<file path="src/hw/hbsc_pkg.sv">
/*
 * Package for the host bus strap configuration block: field positions,
 * mode codes, register select codes and I/O address map constants.
 * Assumes the user includes it before the design module.
 */
package hbsc_pkg;
    // ------------------------------------------------------------------
    // Field positions inside the configuration setup register
    // ------------------------------------------------------------------
    localparam int unsigned CFG_W        = 16;
    localparam int unsigned STRAP_W      = 6;
    localparam int unsigned PMS_BIT      = 0;   // Port map select
    localparam int unsigned MKF_BIT      = 1;   // Memory kind flag
    localparam int unsigned HBS_LO       = 3;   // Host bus select low bit
    localparam int unsigned HBS_HI       = 5;   // Host bus select high bit
    localparam logic [15:0] CFG_RESET    = 16'h0000;
    localparam logic [5:0]  STRAP_DEFLT  = 6'h3F;
    // ------------------------------------------------------------------
    // Host bus select codes (ISA/MCA codes are a plain choice)
    // ------------------------------------------------------------------
    localparam logic [2:0]  HBS_ISA      = 3'h0;
    localparam logic [2:0]  HBS_MCA      = 3'h1;
    localparam logic [2:0]  HBS_LOCAL    = 3'h7;
    typedef enum logic [1:0] {
        BUS_ISA,
        BUS_MCA,
        BUS_LOCAL
    } hbsc_bus_t;
    // ------------------------------------------------------------------
    // Register select codes and I/O maps
    // ------------------------------------------------------------------
    localparam logic [2:0]  RSEL_MAX     = 3'h4;
    localparam logic [15:0] IO_PRIMARY   = 16'h27C0;
    localparam logic [15:0] IO_SECONDARY = 16'h0290;
endpackage : hbsc_pkg

</file>
<file path="src/hw/hbsc_top.sv">
/*
 * Host bus strap configuration: captures straps at reset release,
 * selects the host bus mode, decodes register selection and drives
 * the shared host pins per mode.
 * Assumes straps are stable while reset is high and that host strobes
 * come from outside the mclk_i domain.
 */
`timescale 1ns/1ns

// What this block does
// - Capture six strap lines at reset fall
// - Weak internal pull-ups on strap lines
// - Top strap bits select ISA, MCA, local
// - Memory kind flag reported, no behaviour effect
// - Strap bit zero picks I/O map
// - Local mode ignores map, uses select lines
// - Any low bus strap means external config
// - All-high bus straps load all-ones default
// - ISA/MCA drive buffer direction and enable
// - ISA/MCA decode I/O address internally
// - Local mode uses plain data bus
// - DMA offered per mode, none on MCA
// - Standard register cycles on ISA/MCA
// - Shared pins follow selected bus mode
// - Select codes zero to four pick registers
module hbsc_top (
    input  wire logic                  mclk_i,
    input  wire logic                  rst_i,
    input  wire logic [5:0]            fb_data_lines_i,
    output logic      [5:0]            fb_pullup_en_o,
    output logic      [15:0]           config_setup_o,
    output hbsc_pkg::hbsc_bus_t        bus_mode_o,
    output logic                       ext_config_o,
    output logic                       memory_kind_flag_o,
    input  wire logic [15:0]           io_addr_i,
    input  wire logic                  io_cycle_i,
    input  wire logic                  chip_select_n_i,
    input  wire logic [2:0]            reg_select_lines_i,
    input  wire logic                  io_read_n_i,
    output logic                       reg_hit_o,
    output logic      [2:0]            reg_index_o,
    output logic                       addr_mux_en_o,
    output logic                       dma_direct_o,
    output logic                       dma_indexed_o,
    output logic                       pin43_o,
    output logic                       pin43_oe_n_o,
    output logic                       pin44_o,
    output logic                       pin44_oe_n_o,
    input  wire logic                  burst_final_n_i
);
    import hbsc_pkg::*;

    // ------------------------------------------------------------------
    // Strap capture
    // ------------------------------------------------------------------
    logic [15:0] cfg_r;      // Configuration setup register
    logic [15:0] cfg_nxt;    // Next value
    logic        armed_r;    // High until capture done
    logic        armed_nxt;  // Next value
    logic [5:0]  strap_s0_r; // Strap synchroniser, first stage
    logic [5:0]  strap_s1_r; // Second stage
    logic [5:0]  strap_s2_r; // Third stage, the one captured
    logic        strap_agree; // Last two stages show one pattern

    // Weak pull-ups kept on always; straps are inputs only here
    assign fb_pullup_en_o = STRAP_DEFLT;

    // Strap synchroniser. No reset on purpose: it keeps sampling while
    // reset is high, so at release its last stages hold reset levels
    // and later frame-buffer traffic cannot reach the capture.
    always_ff @(posedge mclk_i) begin
        strap_s0_r <= fb_data_lines_i;
        strap_s1_r <= strap_s0_r;
        strap_s2_r <= strap_s1_r;
    end
    assign strap_agree = (strap_s1_r == strap_s2_r);

    // Capture once after reset release, when the last two stages
    // agree, then freeze until the next reset. The capture lands one
    // clock after release since mclk_i is the only clock in here.
    always_comb begin
        cfg_nxt   = cfg_r;
        armed_nxt = armed_r;
        if (armed_r && strap_agree) begin
            armed_nxt = 1'b0;
            if (&strap_s2_r[HBS_HI:HBS_LO]) begin
                // All bus straps high: fixed all-ones default
                cfg_nxt = {10'h000, STRAP_DEFLT};
            end else begin
                // External pattern; the reserved bit reads zero
                cfg_nxt    = {10'h000, strap_s2_r};
                cfg_nxt[2] = 1'b0;
            end
        end
    end

    always_ff @(posedge mclk_i or posedge rst_i) begin
        if (rst_i) begin
            cfg_r   <= CFG_RESET;
            armed_r <= 1'b1;
        end else begin
            cfg_r   <= cfg_nxt;
            armed_r <= armed_nxt;
        end
    end

    // ------------------------------------------------------------------
    // Mode decode
    // ------------------------------------------------------------------
    logic [2:0] hbs;
    logic       is_local;
    logic       is_mca;
    assign hbs = cfg_r[HBS_HI:HBS_LO];
    assign is_local = (hbs == HBS_LOCAL);
    assign is_mca   = (hbs == HBS_MCA);

    always_comb begin
        if (is_local) begin
            bus_mode_o = BUS_LOCAL;
        end else if (is_mca) begin
            bus_mode_o = BUS_MCA;
        end else begin
            bus_mode_o = BUS_ISA;
        end
    end

    assign config_setup_o     = cfg_r;
    assign ext_config_o       = ~is_local;
    // Flag only; nothing else reads it
    assign memory_kind_flag_o = cfg_r[MKF_BIT];

    // ------------------------------------------------------------------
    // Host input synchronisers (three stages, agree on last two)
    // ------------------------------------------------------------------
    logic [2:0] cs_sync_r;   // Chip select, three stages
    logic [2:0] rd_sync_r;   // I/O read, three stages
    logic [2:0] rs_s0_r;     // Register select, first stage
    logic [2:0] rs_s1_r;     // Register select, second stage
    logic [2:0] rs_s2_r;     // Register select, third stage
    logic       cs_lvl_r;    // Accepted chip select level, low active
    logic       cs_lvl_nxt;  // Next value
    logic       rd_lvl_r;    // Accepted read strobe level, low active
    logic       rd_lvl_nxt;  // Next value
    logic [2:0] rs_lvl_r;    // Accepted register select code
    logic [2:0] rs_lvl_nxt;  // Next value
    logic       cs_act;      // Chip select asserted
    logic       rd_act;      // Read strobe asserted

    // Stages reset to the idle level of each pin, so that no false
    // strobe follows reset
    always_ff @(posedge mclk_i or posedge rst_i) begin
        if (rst_i) begin
            cs_sync_r <= 3'h7;
            rd_sync_r <= 3'h7;
            rs_s0_r   <= 3'h0;
            rs_s1_r   <= 3'h0;
            rs_s2_r   <= 3'h0;
        end else begin
            cs_sync_r <= {cs_sync_r[1:0], chip_select_n_i};
            rd_sync_r <= {rd_sync_r[1:0], io_read_n_i};
            rs_s0_r   <= reg_select_lines_i;
            rs_s1_r   <= rs_s0_r;
            rs_s2_r   <= rs_s1_r;
        end
    end

    // A new level counts only once the second and third stages agree;
    // a glitch seen by one stage alone is dropped here
    always_comb begin
        cs_lvl_nxt = cs_lvl_r;
        rd_lvl_nxt = rd_lvl_r;
        rs_lvl_nxt = rs_lvl_r;
        if (cs_sync_r[1] == cs_sync_r[2]) begin
            cs_lvl_nxt = cs_sync_r[2];
        end
        if (rd_sync_r[1] == rd_sync_r[2]) begin
            rd_lvl_nxt = rd_sync_r[2];
        end
        if (rs_s1_r == rs_s2_r) begin
            rs_lvl_nxt = rs_s2_r;
        end
    end

    always_ff @(posedge mclk_i or posedge rst_i) begin
        if (rst_i) begin
            cs_lvl_r <= 1'b1;
            rd_lvl_r <= 1'b1;
            rs_lvl_r <= 3'h0;
        end else begin
            cs_lvl_r <= cs_lvl_nxt;
            rd_lvl_r <= rd_lvl_nxt;
            rs_lvl_r <= rs_lvl_nxt;
        end
    end
    assign cs_act = ~cs_lvl_r;
    assign rd_act = ~rd_lvl_r;

    // ------------------------------------------------------------------
    // Register selection
    // ------------------------------------------------------------------
    logic [15:0] io_base;
    logic [15:0] io_off;
    logic        hit_nxt;
    logic [2:0]  idx_nxt;
    logic        hit_r;
    logic [2:0]  idx_r;
    // Map choice used only off local mode
    assign io_base = cfg_r[PMS_BIT] ? IO_SECONDARY : IO_PRIMARY;
    assign io_off  = io_addr_i - io_base;

    always_comb begin
        hit_nxt = 1'b0;
        idx_nxt = 3'h0;
        if (is_local) begin
            // Only select lines address registers
            if (cs_act && (rs_lvl_r <= RSEL_MAX)) begin
                hit_nxt = 1'b1;
                idx_nxt = rs_lvl_r;
            end
        end else if (io_cycle_i && !io_off[0] &&
                     (io_off[15:1] <= {12'h000, RSEL_MAX})) begin
            hit_nxt = 1'b1;
            idx_nxt = io_off[3:1];
        end
    end

    always_ff @(posedge mclk_i or posedge rst_i) begin
        if (rst_i) begin
            hit_r <= 1'b0;
            idx_r <= 3'h0;
        end else begin
            hit_r <= hit_nxt;
            idx_r <= idx_nxt;
        end
    end
    assign reg_hit_o   = hit_r;
    assign reg_index_o = idx_r;

    // ------------------------------------------------------------------
    // Shared pin behaviour
    // ------------------------------------------------------------------
    // Address/data muxing only off local mode
    assign addr_mux_en_o = ~is_local;
    assign dma_direct_o  = (bus_mode_o == BUS_ISA);
    assign dma_indexed_o = is_local;

    // Pin 43: direction output in ISA/MCA, input in local
    assign pin43_o      = is_local ? 1'b0 : rd_act;
    assign pin43_oe_n_o = is_local;
    // Pin 44: buffer enable low during hit, select input in local
    assign pin44_o      = is_local ? 1'b0 : ~hit_r;
    assign pin44_oe_n_o = is_local;

    // ------------------------------------------------------------------
    // Checks
    // ------------------------------------------------------------------
    // Configuration holds still once the capture is done
    chk_cfg_frozen: assert property (@(posedge mclk_i)
        disable iff (rst_i) !armed_r |=> $stable(cfg_r))
        else $error("configuration changed after capture");
    // Local mode only comes from the all-ones default
    chk_default_ones: assert property (@(posedge mclk_i)
        disable iff (rst_i) is_local |-> cfg_r[5:0] == STRAP_DEFLT)
        else $error("local mode without all-ones default");
    // Shared pin 43 is an input in local mode only
    chk_pin_dir: assert property (@(posedge mclk_i)
        disable iff (rst_i) pin43_oe_n_o == is_local)
        else $error("pin 43 direction does not follow mode");
    // Local hits never name a register beyond the fifth
    chk_local_sel: assert property (@(posedge mclk_i)
        disable iff (rst_i) is_local && hit_r |-> idx_r <= RSEL_MAX)
        else $error("local hit with out-of-range select");
    // No DMA port at all on the MCA bus
    chk_mca_dma: assert property (@(posedge mclk_i)
        disable iff (rst_i) is_mca |-> !dma_direct_o && !dma_indexed_o)
        else $error("DMA offered in MCA mode");
    // External configuration whenever a bus strap was low
    chk_ext_cfg: assert property (@(posedge mclk_i)
        disable iff (rst_i) ext_config_o == !(&cfg_r[5:3]))
        else $error("external configuration flag wrong");
    // Data buffer enabled while an own register is hit
    chk_enable_hit: assert property (@(posedge mclk_i)
        disable iff (rst_i) !is_local && hit_r |-> !pin44_o)
        else $error("buffer enable not low on a hit");
    // External straps land in the register, reserved bit cleared
    chk_strap_take: assert property (@(posedge mclk_i)
        disable iff (rst_i) armed_r && strap_agree && !(&strap_s2_r[5:3])
        |=> cfg_r[5:0] == {$past(strap_s2_r[5:3]), 1'b0,
        $past(strap_s2_r[1:0])}) else $error("strap pattern not captured");
    // A selected local register is hit on the next clock
    chk_local_pick: assert property (@(posedge mclk_i)
        disable iff (rst_i) is_local && cs_act && (rs_lvl_r <= RSEL_MAX)
        |=> hit_r && (idx_r == $past(rs_lvl_r)))
        else $error("local register select not honoured");
    // Without chip select local mode hits nothing, map ignored
    chk_local_idle: assert property (@(posedge mclk_i)
        disable iff (rst_i) is_local && !cs_act |=> !hit_r)
        else $error("local hit without chip select");
    // Offset four above the chosen map base is the index register
    chk_map_pick: assert property (@(posedge mclk_i)
        disable iff (rst_i) !is_local && io_cycle_i &&
        (io_addr_i == io_base + 16'h0004) |=> hit_r && (idx_r == 3'h2))
        else $error("own I/O address not decoded");
    // The map that was not chosen stays silent
    chk_map_other: assert property (@(posedge mclk_i)
        disable iff (rst_i) !is_local && io_cycle_i && (io_addr_i ==
        ((cfg_r[PMS_BIT] ? IO_PRIMARY : IO_SECONDARY) + 16'h0004))
        |=> !hit_r) else $error("unselected I/O map decoded");
    // ISA offers the direct memory port only
    chk_isa_dma: assert property (@(posedge mclk_i)
        disable iff (rst_i) bus_mode_o == BUS_ISA
        |-> dma_direct_o && !dma_indexed_o) else $error("ISA DMA port wrong");
    // Local mode: indexed port and a plain, unmultiplexed data bus
    chk_local_bus: assert property (@(posedge mclk_i)
        disable iff (rst_i) is_local
        |-> dma_indexed_o && !dma_direct_o && !addr_mux_en_o)
        else $error("local bus set-up wrong");
    // Buffer points toward the host during an accepted read
    chk_dir_read: assert property (@(posedge mclk_i)
        disable iff (rst_i) !is_local && rd_act |-> pin43_o)
        else $error("buffer direction not set for read");
    // Strap pull-ups stay enabled at all times
    chk_pullups_on: assert property (@(posedge mclk_i)
        disable iff (rst_i) fb_pullup_en_o == STRAP_DEFLT)
        else $error("strap pull-ups disabled");
    // Memory kind flag is the captured bit and nothing else
    chk_kind_flag: assert property (@(posedge mclk_i)
        disable iff (rst_i) memory_kind_flag_o == cfg_r[MKF_BIT])
        else $error("memory kind flag differs from capture");
endmodule // hbsc_top

</file>
<file path="config.mk">
export PLATFORM = sky130hd
export DESIGN_NAME = hbsc_top
export DESIGN_NICKNAME = d
export VERILOG_FILES = /design/src/hw/hbsc_pkg.sv /design/src/hw/hbsc_top.sv
export SDC_FILE = /design/constraint.sdc
export NUM_CORES = 1
export LEC_CHECK = 0
export ABC_AREA = 1
export BUFFER_PORTS_ARGS = -buffer_cell sky130_fd_sc_hd__buf_4
export CAP_MARGIN = 0
export CORE_ASPECT_RATIO = 0.9
export CORE_UTILIZATION = 40
export CTS_CLUSTER_SIZE = 8
export DETAILED_ROUTE_END_ITERATION = 12
export HOLD_SLACK_MARGIN = 0.06
export PLACE_DENSITY_LB_ADDON = 0.2
export SYNTH_ARGS = -nofsm -noshare
export SYNTH_HDL_FRONTEND = slang
export SYNTH_SLANG_ARGS = --single-unit
</file>
<file path="constraint.sdc">
create_clock -name mclk_i -period 4.71 [get_ports mclk_i]
set_input_delay 0.471 -clock mclk_i [delete_from_list [all_inputs] [get_ports mclk_i]]
set_output_delay 0.471 -clock mclk_i [all_outputs]
set_load 0.02 [all_outputs]
</file>
==> reports/metrics.csv <==
stage,metric,value,unit
grt,grt_max_degree,32,
critical_path,path_buf_inv,3,
critical_path,cpPeakStageDelay,0.44,ns
finish,multi_input_area,863.3,um2
sta,fin_hold_ws,0.2701,ns
sta,max_freq,0.4840,GHz
finish,final_util,50.78,%
yosys,syn_avg_cell_area,8.378,um2
yosys,async_flop_share,63.27,%
grt,antenna_found_initial,0,
critical_path,crit_slowest_cell,dfrtp_1,
finish,n_antenna_cell,0,
yosys,ys_warn_count,0,
cts,clock_path_buffers,2,
critical_path,worst_r2r_endpoint,reg_index_o[1]$_DFF_PP0_,
sta,maxSlewHeadroom,27.59,%
routing,wl_per_cell,9.693,um
floorplanning,die_w,81.27,um
critical_path,crit_cells,5,
cts,cts_root_buf,clkbuf_8,
critical_path,r2r_cells,13,
grt,grt.overflow.total,0,
sta,worst_slack,2.644,ns
cts,postCtsSetupBuffers,0,
critical_path,worstPathMaxFanout,8,
worst_hold_path,hold_path.class,in2reg,
routing,vias,1668,
sta,period_minus_slack,2.066,ns
floorplanning,die-area,0.005961,mm2
critical_path,crit_top_cell,inv_1,
cts,h-tree-depth,2,
run,drv_cap,0,
sta,skew,0.006131,ns
routing,drc,0,
critical_path,crit_family,simple AND/OR/NAND/NOR gates,
finish,fillers,538,
yosys,ys_seq_area_share,50.72,%
finish,ff_latch_area,0.001147,mm2
outcome,status,"finished, final reports clean",
sta,finalSetupViolCount,0,
critical_path,timing.rr.start,config_setup_o[0]$_DFFE_PP0P_,
placed_design,placed_area,0.002616,mm2
sta,rsz0062_at_grt,no,
floorplanning,rows,25,
floorplanning,die_h,73.35,um
grt,grt_pass1_vias,1444,
routing,wl_met1,1836,um
power,peakVddDrop,0.2454,mV
sta,worstMarginPinSlew,1.085,ns
critical_path,critPathLaunchType,flip-flop,
critical_path,critical_path_required,4.24,ns
power,p_per_area,296.7,mW/mm2
yosys,yosys.cell_count.top_type,nand2_1,
yosys,netlist.area_leader.share,24.34,%
yosys,postSynthCellCount,270,
routing,wl_met2,1728,um
critical_path,end_kind,output port,
critical_path,cp.arrival,1.60,ns
routing,first_pass_iters,4,
sta,final_max_slew_viol_count,0,
cts,cts_inserted_buffers,5,
placed_design,dp_hpwl,2972,um
cts,cts-hold-fix-buffers,0,
yosys,ys_top_cells_by_area,"dfrtp_1 24%, dfxtp_1 16%, nand2_1 11%",
floorplanning,boundaryPins,68,
placed_design,place.port_buffers,50,
cts,cts_sinks,49,
placed_design,gp_congestion,0.8353,
power,power.leakage,1.456,nW
grt,gr-usage-all-layers,13.77,%
grt,grt_pass1_wl,6210,um
yosys,netlist-cell-type-count,27,
sta,hold_viol,0,
sta,fin_crit_sh,43.87,%
sta,tns,0,ns
yosys,synth_area,0.002262,mm2
critical_path,worstSetupPathType,reg2out,
finish,postLayoutCellArea,0.002716,mm2
finish,fin_nets,357,
finish,syn_to_final_growth,20.08,%
yosys,ys_dominant_reg_cell,dfrtp_1,
routing,routed.top_layer,met4,
routing,drtIter0Drc,65,
finish,drive_gt1_share,25.55,%
critical_path,crit_path_end,pin44_o,
yosys,synth_edf_count,0,
cts,cts_tree,done,
placed_design,dp_slack,2.694,ns
cts,post_cts_resized,0,
cts,clk_latency,0.29,ns
critical_path,crit_chain,nand3_1 > inv_1 > or2_2 > inv_1 > buf_4,
floorplanning,initial_core_util,42.29,%
yosys,ys_ff_latch,49,
routing,met3_wirelength,177,um
yosys,synth_commonest_cells,"65 x nand2_1, 38 x inv_1, 23 x nor2_1",
critical_path,r2r_slack,2.75,ns
floorplanning,core_area,0.005349,mm2
routing,via_per_inst,4.299,
critical_path,cp-startpoint,config_setup_o[4]$_DFFE_PP0P_,
cts,clkTransAtPathRegs,0.09,ns
yosys,yosysTopAreaCell,dfrtp_1,
routing,ant_nets,0,
routing,wl,3761,um
## layer usage
layer,up-vias,track usage (%)
li1,895,-
met2,44,22.22
met4,0,3.571
met5,-,0
met3,2,4.472
met1,727,17.72
## where the power goes
| group | leakage (nW) | internal, mW | switching (mW) |
|---|---|---|---|
| registers | 0.528 | 0.445 | 0.0116 |
| clock network | 0.0518 | 0.122 | 0.136 |
| logic | 0.876 | 0.0371 | 0.0548 |
## how the worst min path moves through the flow
stage	start	end	slack [ns]	cells after the start
CTS	fb_data_lines_i[4]	strap_s0_r[4]$_DFF_P_	0.26	1
global placement	strap_s0_r[1]$_DFF_P_	strap_s1_r[1]$_DFF_P_	0.31	0
floorplan	strap_s0_r[0]$_DFF_P_	strap_s1_r[0]$_DFF_P_	0.31	0
detailed placement	strap_s0_r[3]$_DFF_P_	strap_s1_r[3]$_DFF_P_	0.31	0
finish	fb_data_lines_i[4]	strap_s0_r[4]$_DFF_P_	0.27	1
global route	fb_data_lines_i[1]	strap_s0_r[1]$_DFF_P_	0.24	1
## sequential cells by signal, summed over array words and instances, names as in the netlist, 6 cells and up
register        count
config_setup_o      6
strap_s0_r          6
strap_s1_r          6
strap_s2_r          6
## metrics by stage
step	total power, mW	cells
floorplan	0.5336	284
global placement	0.5553	380
detailed placement	0.5574	380
CTS	0.8163	388
global route	0.8487	388
finish	0.8059	388
## cell type report
class	count	area share, %
clock buffers	6	3.040
clock inverters	2	0.6449
inverters	39	5.389
multi-input cells	175	31.78
flip-flops and latches	49	42.24
well taps	67	3.086
repair buffers	50	13.82
## cell usage in the layout (no fill, tap or decap), types with 2 or more instances in the layout
cell type	instances
a21oi_1	10
buf_4	50
clkbuf_8	6
conb_1	16
dfrtp_1	22
dfstp_2	9
dfxtp_1	18
ha_1	6
inv_1	38
maj3_1	2
nand2_1	65
nand2_2	4
nand3_1	17
nand3_2	3
nor2_1	23
nor2_2	4
nor3_2	2
o21ai_0	10
o21ai_1	2
or2_2	2
xor2_1	3
## logic make-up (layout without fill, tap and decap cells)
kind of cell | count (synthesis) | in the layout | synth area share [%]
compound gates | 24 | 24 | 5.587
xor+xnor | 4 | 4 | 1.549
fa+ha+maj | 8 | 8 | 4.203
buf+inv | 60 | 97 | 13.44
flops | 49 | 49 | 50.72
other cells | 2 | 16 | 0.3320
simple gates | 123 | 123 | 24.17
Power figures use the tool's default switching activity.
